File: src/slpa_alu_regs.vh
/*
 Operation codes, field positions and cycle counts for the shift, logic
 and pointer datapath. Assumes inclusion by bare name from the datapath.
*/
`ifndef SLPA_ALU_REGS_VH
`define SLPA_ALU_REGS_VH

// Operation codes on op_in
`define SLPA_OP_AND          5'h00
`define SLPA_OP_OR           5'h01
`define SLPA_OP_XOR          5'h02
`define SLPA_OP_INVERT       5'h03
`define SLPA_OP_AND_IMM      5'h04
`define SLPA_OP_OR_IMM       5'h05
`define SLPA_OP_XOR_IMM      5'h06
`define SLPA_OP_ASHL_ONE     5'h07
`define SLPA_OP_ASHL_VAR     5'h08
`define SLPA_OP_ASHR_ONE     5'h09
`define SLPA_OP_ASHR_VAR     5'h0A
`define SLPA_OP_ASHR_ACC     5'h0B
`define SLPA_OP_LSHL_ONE     5'h0C
`define SLPA_OP_LSHL_VAR     5'h0D
`define SLPA_OP_LSHR_ONE     5'h0E
`define SLPA_OP_LSHR_VAR     5'h0F
`define SLPA_OP_LSHR_ACC     5'h10
`define SLPA_OP_ROL_CARRY    5'h11
`define SLPA_OP_ROR_CARRY    5'h12
`define SLPA_OP_ALIGN_STEP   5'h13
`define SLPA_OP_PTR_INC      5'h14
`define SLPA_OP_PTR_DEC      5'h15
`define SLPA_OP_PTR_INDEX    5'h16
`define SLPA_OP_PTR_TWO_OFS  5'h17
`define SLPA_OP_PTR_SP_ADJ   5'h18
`define SLPA_OP_PTR_LONG_OFS 5'h19
`define SLPA_OP_TEST_DEC     5'h1A

// Accumulator and operand field positions
`define SLPA_EXT_MSB         35
`define SLPA_EXT_LSB         32
`define SLPA_MSP_MSB         31
`define SLPA_MSP_LSB         16
`define SLPA_CNT_MSB         3
`define SLPA_OFS6_MSB        5

// Cycle counts per instruction
`define SLPA_CYC_SHORT       3'h2
`define SLPA_CYC_LONG        3'h4

// Reset values
`define SLPA_RST_RESULT      36'h0_0000_0000
`define SLPA_RST_WORD        16'h0000

`endif

File: src/slpa_alu.v
/*
 Shift, logic and pointer datapath of a 16-bit signal-processor core.
 Assumes the decoder presents op and operands with a one-cycle start pulse
 and holds nothing afterwards; the register files write back the results
 when done_out is high.
*/
// Notes on behaviour
// - AND, OR, XOR on 16 bits, 2 cycles
// - Immediate forms combine 16-bit immediate with operand
// - Accumulator arithmetic left shift moves whole register
// - Plain register arithmetic left equals logical left
// - Variable left shift by four low count bits
// - Arithmetic right one bit keeps sign, 2 cycles
// - Variable arithmetic right shift, sign filled
// - Arithmetic shifted word added into accumulator
// - Logical left one bit, zero into bottom
// - Logical right one bit, zero into top
// - Variable logical right; accumulator extension zero filled
// - Logical shifted word added into accumulator
// - Left rotate through carry, one position
// - Right rotate through carry, one position
// - One normalization step, pointer zero counts
// - Pointer post-increment adds one
// - Pointer post-decrement subtracts one
// - Index register added into pointer
// - Pointer two plus unsigned 6-bit offset
// - Stack pointer minus unsigned 6-bit offset
// - Pointer plus signed 16-bit offset, 4 cycles
// - Test pointer, then decrement it
`timescale 1ns/1ps
`include "slpa_alu_regs.vh"

module slpa_alu #(
	parameter CYC_SHORT = `SLPA_CYC_SHORT,
	parameter CYC_LONG  = `SLPA_CYC_LONG
) (
	// Clock, reset, enable
	input  wire        clk_in,
	input  wire        rst_in,
	input  wire        ce_in,
	// Request from decoder
	input  wire        start_in,
	input  wire [4:0]  op_in,
	input  wire        dest_is_acc_in,
	input  wire [15:0] src_in,
	input  wire [15:0] count_src_in,
	input  wire [35:0] dest_in,
	input  wire [15:0] imm_in,
	input  wire        carry_in,
	input  wire [15:0] ptr_in,
	input  wire [15:0] index_in,
	// Results to register files
	output reg  [35:0] result_out,
	output reg  [15:0] ptr_result_out,
	output reg         carry_out,
	output reg         zero_out,
	output reg         neg_out,
	output reg         busy_out,
	output reg         done_out
);

	reg  [2:0]  remain;
	reg  [35:0] next_result;
	reg  [15:0] next_ptr;
	reg  [15:0] test_word;
	reg         next_carry;
	reg  [2:0]  next_cycles;
	reg  [15:0] word;
	reg  [15:0] vshift;
	reg  [3:0]  cnt;
	reg  [31:0] acc_shift;
	reg         leading_bit_align_step_right;
	reg         leading_bit_align_step_left;

	// Word operand: high portion of accumulator or plain register
	function [15:0] word_of;
		input        is_acc;
		input [35:0] d;
		begin
			word_of = is_acc ? d[`SLPA_MSP_MSB:`SLPA_MSP_LSB] : d[15:0];
		end
	endfunction

	// Write word back, leaving other accumulator portions untouched
	function [35:0] put_word;
		input        is_acc;
		input [35:0] d;
		input [15:0] w;
		begin
			put_word = is_acc ? {d[`SLPA_EXT_MSB:`SLPA_EXT_LSB], w, d[15:0]} : {20'h0_0000, w};
		end
	endfunction

	// Whole-accumulator load of a word with chosen extension fill
	function [35:0] fill_word;
		input        is_acc;
		input        fill;
		input [15:0] w;
		begin
			fill_word = is_acc ? {{4{fill}}, w, 16'h0000} : {20'h0_0000, w};
		end
	endfunction

	// Pointer one step up or down
	function [15:0] step_ptr;
		input        up;
		input [15:0] p;
		begin
			step_ptr = up ? p + 16'h0001 : p - 16'h0001;
		end
	endfunction

	// Whole accumulator one bit left, zero into bottom
	function [35:0] acc_shl;
		input [35:0] d;
		begin
			acc_shl = {d[34:0], 1'b0};
		end
	endfunction

	// Whole accumulator one bit right, sign kept
	function [35:0] acc_ashr;
		input [35:0] d;
		begin
			acc_ashr = {d[35], d[35:1]};
		end
	endfunction

	// Word one bit left, zero into bottom
	function [15:0] word_shl;
		input [15:0] w;
		begin
			word_shl = {w[14:0], 1'b0};
		end
	endfunction

	always @* begin
		word        = word_of(dest_is_acc_in, dest_in);
		cnt         = count_src_in[`SLPA_CNT_MSB:0];
		vshift      = `SLPA_RST_WORD;
		acc_shift   = 32'h0000_0000;
		next_result = dest_in;
		next_ptr    = ptr_in;
		next_carry  = carry_in;
		next_cycles = CYC_SHORT;
		test_word   = word;
		leading_bit_align_step_right  = ~((&dest_in[35:31]) | ~(|dest_in[35:31]));
		leading_bit_align_step_left   = ~leading_bit_align_step_right & (dest_in[31] == dest_in[30]) & (|dest_in);
		case (op_in)
			`SLPA_OP_AND: begin
				next_result = put_word(dest_is_acc_in, dest_in, src_in & word);
			end
			`SLPA_OP_OR: begin
				next_result = put_word(dest_is_acc_in, dest_in, src_in | word);
			end
			`SLPA_OP_XOR: begin
				next_result = put_word(dest_is_acc_in, dest_in, src_in ^ word);
			end
			`SLPA_OP_INVERT: begin
				next_result = put_word(dest_is_acc_in, dest_in, ~word);
			end
			`SLPA_OP_AND_IMM: begin
				next_result = put_word(dest_is_acc_in, dest_in, imm_in & word);
			end
			`SLPA_OP_OR_IMM: begin
				next_result = put_word(dest_is_acc_in, dest_in, imm_in | word);
			end
			`SLPA_OP_XOR_IMM: begin
				next_result = put_word(dest_is_acc_in, dest_in, imm_in ^ word);
			end
			`SLPA_OP_ASHL_ONE: begin
				if (dest_is_acc_in) begin
					next_result = acc_shl(dest_in);
					next_carry  = dest_in[35];
				end else begin
					next_result = put_word(1'b0, dest_in, word_shl(word));
					next_carry  = word[15];
				end
			end
			`SLPA_OP_ASHL_VAR, `SLPA_OP_LSHL_VAR: begin
				vshift      = src_in << cnt;
				next_result = fill_word(dest_is_acc_in, vshift[15], vshift);
			end
			`SLPA_OP_ASHR_ONE: begin
				if (dest_is_acc_in) begin
					next_result = acc_ashr(dest_in);
				end else begin
					next_result = put_word(1'b0, dest_in, {word[15], word[15:1]});
				end
				next_carry = dest_is_acc_in ? dest_in[0] : word[0];
			end
			`SLPA_OP_ASHR_VAR: begin
				vshift      = $signed(src_in) >>> cnt;
				next_result = fill_word(dest_is_acc_in, vshift[15], vshift);
			end
			`SLPA_OP_LSHR_VAR: begin
				vshift      = src_in >> cnt;
				next_result = fill_word(dest_is_acc_in, 1'b0, vshift);
			end
			`SLPA_OP_ASHR_ACC: begin
				acc_shift   = $signed({src_in, 16'h0000}) >>> cnt;
				next_result = dest_in + {{4{acc_shift[31]}}, acc_shift};
			end
			`SLPA_OP_LSHR_ACC: begin
				acc_shift   = {src_in, 16'h0000} >> cnt;
				next_result = dest_in + {4'h0, acc_shift};
			end
			`SLPA_OP_LSHL_ONE: begin
				next_result = put_word(dest_is_acc_in, dest_in, word_shl(word));
				next_carry  = word[15];
			end
			`SLPA_OP_LSHR_ONE: begin
				next_result = put_word(dest_is_acc_in, dest_in, {1'b0, word[15:1]});
				next_carry  = word[0];
			end
			`SLPA_OP_ROL_CARRY: begin
				next_result = put_word(dest_is_acc_in, dest_in, {word[14:0], carry_in});
				next_carry  = word[15];
			end
			`SLPA_OP_ROR_CARRY: begin
				next_result = put_word(dest_is_acc_in, dest_in, {carry_in, word[15:1]});
				next_carry  = word[0];
			end
			`SLPA_OP_ALIGN_STEP: begin
				// Extension in use: move right; redundant sign: move left
				if (leading_bit_align_step_right) begin
					next_result = acc_ashr(dest_in);
					next_ptr    = step_ptr(1'b1, ptr_in);
				end else if (leading_bit_align_step_left) begin
					next_result = acc_shl(dest_in);
					next_ptr    = step_ptr(1'b0, ptr_in);
				end
				test_word = next_result[`SLPA_MSP_MSB:`SLPA_MSP_LSB];
			end
			`SLPA_OP_PTR_INC: begin
				next_ptr = step_ptr(1'b1, ptr_in);
			end
			`SLPA_OP_PTR_DEC: begin
				next_ptr = step_ptr(1'b0, ptr_in);
			end
			`SLPA_OP_PTR_INDEX: begin
				next_ptr = ptr_in + index_in;
			end
			`SLPA_OP_PTR_TWO_OFS: begin
				next_ptr = ptr_in + {10'h000, imm_in[`SLPA_OFS6_MSB:0]};
			end
			`SLPA_OP_PTR_SP_ADJ: begin
				next_ptr = ptr_in - {10'h000, imm_in[`SLPA_OFS6_MSB:0]};
			end
			`SLPA_OP_PTR_LONG_OFS: begin
				next_ptr    = ptr_in + imm_in;
				next_cycles = CYC_LONG;
			end
			`SLPA_OP_TEST_DEC: begin
				test_word = ptr_in;
				next_ptr  = step_ptr(1'b0, ptr_in);
			end
			default: begin
				next_result = dest_in;
			end
		endcase
		if (op_in != `SLPA_OP_ALIGN_STEP && op_in != `SLPA_OP_TEST_DEC) begin
			test_word = word_of(dest_is_acc_in, next_result);
		end
	end

	// Results are latched at start; done marks the last cycle
	always @(posedge clk_in) begin
		if (rst_in) begin
			result_out     <= `SLPA_RST_RESULT;
			ptr_result_out <= `SLPA_RST_WORD;
			carry_out      <= 1'b0;
			zero_out       <= 1'b0;
			neg_out        <= 1'b0;
			busy_out       <= 1'b0;
			done_out       <= 1'b0;
			remain         <= 3'h0;
		end else if (ce_in) begin
			done_out <= 1'b0;
			if (!busy_out && start_in) begin
				result_out     <= next_result;
				ptr_result_out <= next_ptr;
				carry_out      <= next_carry;
				zero_out       <= ~(|test_word);
				neg_out        <= test_word[15];
				busy_out       <= 1'b1;
				remain         <= next_cycles - 3'h1;
			end else if (busy_out) begin
				remain <= remain - 3'h1;
				if (remain == 3'h1) begin
					busy_out <= 1'b0;
					done_out <= 1'b1;
				end
			end
		end
	end

endmodule

File: config.mk
export PLATFORM = sky130hd
export DESIGN_NAME = slpa_alu
export DESIGN_NICKNAME = d
export VERILOG_FILES = /design/src/slpa_alu.v
export VERILOG_INCLUDE_DIRS = /design/src
export SDC_FILE = /design/constraint.sdc
export NUM_CORES = 1
export LEC_CHECK = 0
export ABC_AREA = 1
export BUFFER_PORTS_ARGS = -buffer_cell sky130_fd_sc_hd__buf_2
export CAP_MARGIN = 10
export CELL_PAD_IN_SITES_DETAIL_PLACEMENT = 1
export CELL_PAD_IN_SITES_GLOBAL_PLACEMENT = 1
export CORE_MARGIN = 2
export CORE_UTILIZATION = 37
export CTS_CLUSTER_SIZE = 16
export DETAILED_ROUTE_END_ITERATION = 16
export PLACE_DENSITY = 0.9
export RECOVER_POWER = 100
export SYNTH_ARGS = -nofsm -noshare
export SYNTH_HDL_FRONTEND = slang
export SYNTH_SLANG_ARGS = --single-unit
File: constraint.sdc
create_clock -name clk_in -period 3.5 [get_ports clk_in]
set_input_delay 0.7 -clock clk_in [delete_from_list [all_inputs] [get_ports clk_in]]
set_output_delay 0.7 -clock clk_in [all_outputs]
set_load 0.005 [all_outputs]
==> impl_metrics.csv, run 1 <==
group,metric,value,unit
clock_tree,clockRootBuffer,"clkbuf_16",
placed_design,post-dp-hpwl,79.9,mm
yosys,synth_mux_area_share,0,%
grt,track_usage,85.6,%
yosys,synth_fp_nets,3177,
yosys,synth_fa_ha_area_share,10.3,%
yosys,synth-xor-area-share,1.93,%
yosys,synth_top_family_by_area,"simple AND/OR/NAND/NOR gates",
yosys,synth.area.top_cells,"nand2_1, nand3_1, ha_1",
sta,worst_endpoint,"result_out[34]$_SDFFE_PP0P_/D",
floorplan,die_height,208,µm
yosys,synthArstFlopShare,0,%
floorplan,rows,74,
yosys,synth_cell_types,63,
placed_design,gp_congestion,1.19,
yosys,syn-cell-area,0.0155,mm²
clock_tree,cts_buffers,9,
yosys,synth-main-ff-cell,"dfxtp_1",
clock_tree,cts_max_level,3,
outcome,outcome,"did not finish",
clock_tree,holdBufCountCts,0,
clock_tree,clock_sinks,60,
yosys,synth-compound-area-share,20.7,%
clock_tree,cts.path.max_buffers,2,
grt,overflow,922,
yosys,syn_inst,2924,
floorplan,dieWidth,208,µm
yosys,synth_edf_count,0,
outcome,firstError,"[ERROR GRT-0232] Routing congestion too high. Check the congestion heatmap in the GUI.",
yosys,syn_avg_cell_area,5.29,µm²
yosys,yosysWarnings,0,
yosys,yosys.area.top_type,"nand2_1",
yosys,seq_area_frac_synth,7.77,%
grt,grt_start_max_net_pins,47,
yosys,synth_top_area_share,21.8,%
floorplan,io_pins,184,
floorplan,initial_core_util,37.7,%
placed_design,pre_cts_ws,-871,ps
yosys,synth-simple-area-share,47.3,%
sta,worst-ep-kind,"sequential cell input",
placed_design,port_buffers,171,
yosys,ys_seq_elements,60,
outcome,failing_step,"global routing",
==> cells by family after synthesis <==
family          after synthesis
flops                        60
xor+xnor                     34
compound gates              536
simple gates               1711
buf+inv                     457
fa+ha+maj                   126
==> stage by stage <==
| step | instances | TNS, ps | util (%) | instance area, µm² |
|---|---|---|---|---|
| after floorplan | 2924 | -50.5 | - | 15600 |
| after global placement | 3918 | -11160 | 48.2 | 19800 |
| after detailed placement | 3918 | -22960 | 48.2 | 19800 |
| after CTS | 3971 | -145 | 53.0 | 21800 |
==> cell usage after synthesis, drive strengths merged (3+ instances only) <==
master	count
o211ai	41
dfxtp	60
nand4	39
nand2	913
inv	320
nor3	32
nor2	361
a22oi	16
o21a	5
or2	12
a32o	10
clkbuf	49
o211a	3
xor2	28
a21oi	175
o21bai	7
xnor2	6
o21ai	181
a21o	3
o2111ai	15
clkinv	4
nand3b	17
ha	124
a22o	10
o22ai	21
buf	84
nand3	333
o221ai	11
a31oi	28
==> layer usage <==
metal	overflow	track usage [%]
met4	275	90.1
met3	22	77.0
met5	6	49.6
met2	597	98.9
met1	22	81.6
==> what timing repair did <==
item / CTS
endpoints found under the setup margin: 41
pin swaps: 101
gates resized for setup: 339
gates cloned: 2
buffers inserted: 35
hold endpoints to repair: 0
==> run 2, diff against run 1 <==
--- a/config.mk
+++ b/config.mk
@@ -9,13 +9,10 @@
 export ABC_AREA = 1
 export BUFFER_PORTS_ARGS = -buffer_cell sky130_fd_sc_hd__buf_2
 export CAP_MARGIN = 10
-export CELL_PAD_IN_SITES_DETAIL_PLACEMENT = 1
-export CELL_PAD_IN_SITES_GLOBAL_PLACEMENT = 1
 export CORE_MARGIN = 2
-export CORE_UTILIZATION = 37
-export CTS_CLUSTER_SIZE = 16
+export CORE_UTILIZATION = 40
 export DETAILED_ROUTE_END_ITERATION = 16
-export PLACE_DENSITY = 0.9
+export PLACE_DENSITY_LB_ADDON = 0.15
 export RECOVER_POWER = 100
 export SYNTH_ARGS = -nofsm -noshare
 export SYNTH_HDL_FRONTEND = slang
==> constraint.sdc (replaced) <==
create_clock -name clk_in -period 4.5 [get_ports clk_in]
set_input_delay 0.9 -clock clk_in [delete_from_list [all_inputs] [get_ports clk_in]]
set_output_delay 0.9 -clock clk_in [all_outputs]
set_load 0.005 [all_outputs]
==> impl_metrics.csv, run 2 <==
group,metric,value,unit
outcome,outcome,"complete, no violations",
grt,grt_pass1_wl,125,mm
floorplan,rows,72,
critical_path,cp-end-kind,"register",
yosys,yosys.area.top_type,"nand2_1",
sta,setup_viol,0,
pwr,p_per_area,192,mW/mm²
yosys,seq_area_frac_synth,7.77,%
floorplan,die-area,0.0402,mm²
yosys,synth-main-ff-cell,"dfxtp_1",
sta,hold_violations,0,
grt,met3_usage,6.36,%
grt,track_usage,40.7,%
yosys,syn-cell-area,0.0155,mm²
critical_path,slowest_stage,"nand2_1",
pwr,p_leak,9.76,nW
route,drc,0,
layout,top_register,"result_out",
yosys,synth_edf_count,0,
sta,worst_pin_slew,809,ps
floorplan,dieWidth,201,µm
grt,grt_pass1_vias,20800,
placed_design,gp_congestion,1.08,
critical_path,startpoint_type,"primary input",
layout,final_area,0.0183,mm²
sta,max_slew_margin,46.1,%
placed_design,port_buffers,171,
worst_hold_path,holdPathEnd,"result_out[33]",
grt,met1_usage,48.0,%
clock_tree,clk_pin_slew_worst_paths,50,ps
job,maxCapViolCount,0,
layout,fin_nets,3434,
clock_tree,cts_buffers,9,
critical_path,rrSetupSlack,2070,ps
placed_design,post-dp-hpwl,68.6,mm
placed_design,pre_cts_ws,-99.8,ps
yosys,synth_common_cells,"nand2_1, nor2_1, nand3_1",
yosys,synth_cell_types,63,
clock_tree,tritoncts,"yes",
critical_path,r2r_cells,14,
layout,syn_to_final_growth,18.5,%
clock_tree,clock_sinks,60,
yosys,synth_top_area_share,21.8,%
layout,drive_above_1_share,15.0,%
critical_path,critical_path_arrival,4580,ps
worst_hold_path,hp-start,"result_out[33]",
sta,max_freq,231,MHz
route,first_pass_iters,8,
floorplan,die_height,201,µm
layout,reg.largest.list,"result_out x36, ptr_result_out x16, remain x3",
critical_path,critPathMaxFanout,22,
grt,antenna_found_initial,1,
yosys,synth.area.top_cells,"nand2_1, nand3_1, ha_1",
floorplan,io_pins,184,
clock_tree,cts_max_level,3,
critical_path,rr_endpoint,"zero_out",
sta,min_period_over_period,96.0,%
floorplan,initial_core_util,40.3,%
route,vias,21800,
critical_path,crit_chain,"buf_2 > inv_1 > ha_1 > inv_1 > nor2_1 > nand2_1 > nor2_1 > nand4_4 > nand2_1 > nand2_1 > clkbuf_2 > nor2_1 > o21ai_1 > nor2_1 > nor2_1 > nor2_1 > nand2_1 > nand2_1 > nand3_1 > nand2_1 > nand2_1 > nand2_1",
yosys,syn_inst,2924,
critical_path,critPathMaxStageDelay,660,ps
sta,rsz0062_at_grt,"no",
sta,fin_ws,180,ps
yosys,ys_seq_elements,60,
floorplan,coreArea,0.0384,mm²
grt,overflow,0,
grt,grt_start_max_net_pins,47,
yosys,yosysWarnings,0,
clock_tree,insertion_delay,330,ps
route,wl_per_cell,22.8,µm
layout,largest_reg_flops,36,
yosys,synthArstFlopShare,0,%
critical_path,reg2reg_from,"busy_out",
grt,grt.busiest_layer,"met2",
critical_path,required,4760,ps
route,ant_nets,0,
clock_tree,cts.path.max_buffers,2,
worst_hold_path,holdPathStages,2,
critical_path,cp_common_cell,"nand2_1",
grt,met2_usage,67.3,%
layout,layout_commonest_cell,"nand2_1",
layout,stdcell_count,3705,
pwr,power.total,3.51,mW
route,drt-vias-per-instance,5.88,
route,initialDrtViolationCount,2230,
critical_path,worstSetupPathType,"in -> reg",
yosys,syn_avg_cell_area,5.29,µm²
route,drt-total-wl,84.4,mm
placed_design,placed_area,0.0180,mm²
yosys,synth.most_common_cell,"nand2_1",
sta,timing.setup.tns,0,ps
worst_hold_path,holdCritPathClass,"reg -> reg",
layout,final_cell_mix,"nand2_1, nor2_1, nand3_1",
sta,skew,8.01,ps
placed_design,placedCellCount,3687,
sta,post-route-min-period,4320,ps
pwr,ir_drop,240,µV
sta,maxSlewViolCount,0,
yosys,synth_fp_nets,3177,
clock_tree,clockRootBuffer,"clkbuf_16",
run 2: cell counts after synthesis:
No cell type changed its count.
run 2: power breakdown:
| part | internal (mW) | switching (mW) |
|---|---|---|
| combinational | 0.754 | 1.43 |
| sequential | 0.570 | 0.0214 |
| clock | 0.499 | 0.240 |
run 2: area by class of cell:
| type | instances | area (µm²) |
|---|---|---|
| clock inverter | 4 | 72.6 |
| sequential | 60 | 1200 |
| timing repair buffer | 379 | 2470 |
| tap | 518 | 648 |
| multi-input combinational | 2407 | 12500 |
| inverter | 324 | 1220 |
| fill | 4337 | 20100 |
| antenna | 1 | 2.50 |
| clock buffer | 12 | 246 |
run 2: worst max-delay path: cells and delay by family:
| kind | cells | cell delay (ps) |
|---|---|---|
| AND/OR/NAND/NOR | 16 | 2610 |
| adder cells (fa/ha/maj) | 1 | 200 |
| AO/OA/AOI/OAI | 1 | 80 |
| buffers and inverters | 4 | 780 |
run 2: per-stage QoR:
| stage | utilization, % | hold WS, ps |
|---|---|---|
| after detailed placement | 46.8 | 438 |
| after global routing | 47.7 | 476 |
| final | 47.7 | 448 |
| after global placement | 46.8 | 439 |
| after CTS | 47.7 | 450 |
| after floorplan | - | 448 |
run 2: cells by family after synthesis:
logic type	share of synthesized area, %
compound gates	20.7
xor+xnor	1.93
fa+ha+maj	10.3
buf+inv	12.1
flops	7.77
simple gates	47.3
run 2: how the worst max path moves through the flow:
| stage | start | to | slack (ps) |
|---|---|---|---|
| after floorplan | op_in[0] | ptr_result_out[10] | 540 |
| after CTS | count_src_in[0] | result_out[33] | 220 |
| after detailed placement | count_src_in[0] | result_out[33] | -100 |
| after global placement | count_src_in[0] | zero_out | -40 |
| final | dest_in[31] | zero_out | 180 |
| after global routing | count_src_in[0] | zero_out | 7 |
run 2: what timing repair did:
| action | 4_1_cts | 5_1_grt |
|---|---|---|
| setup endpoints to repair | 0 | 5 |
| hold buffers | 0 | 0 |
| resized for setup | 0 | 26 |
| buffers inserted | 0 | 1 |
run 2: per-layer routing:
metal,vias to the layer above,part of all wire [%]
met5,-,0
met4,0,8.9
met3,354,8.4
met2,1229,44
met1,10000,38
li1,10200,-
Note: power is estimated with default switching activity, not from simulation.
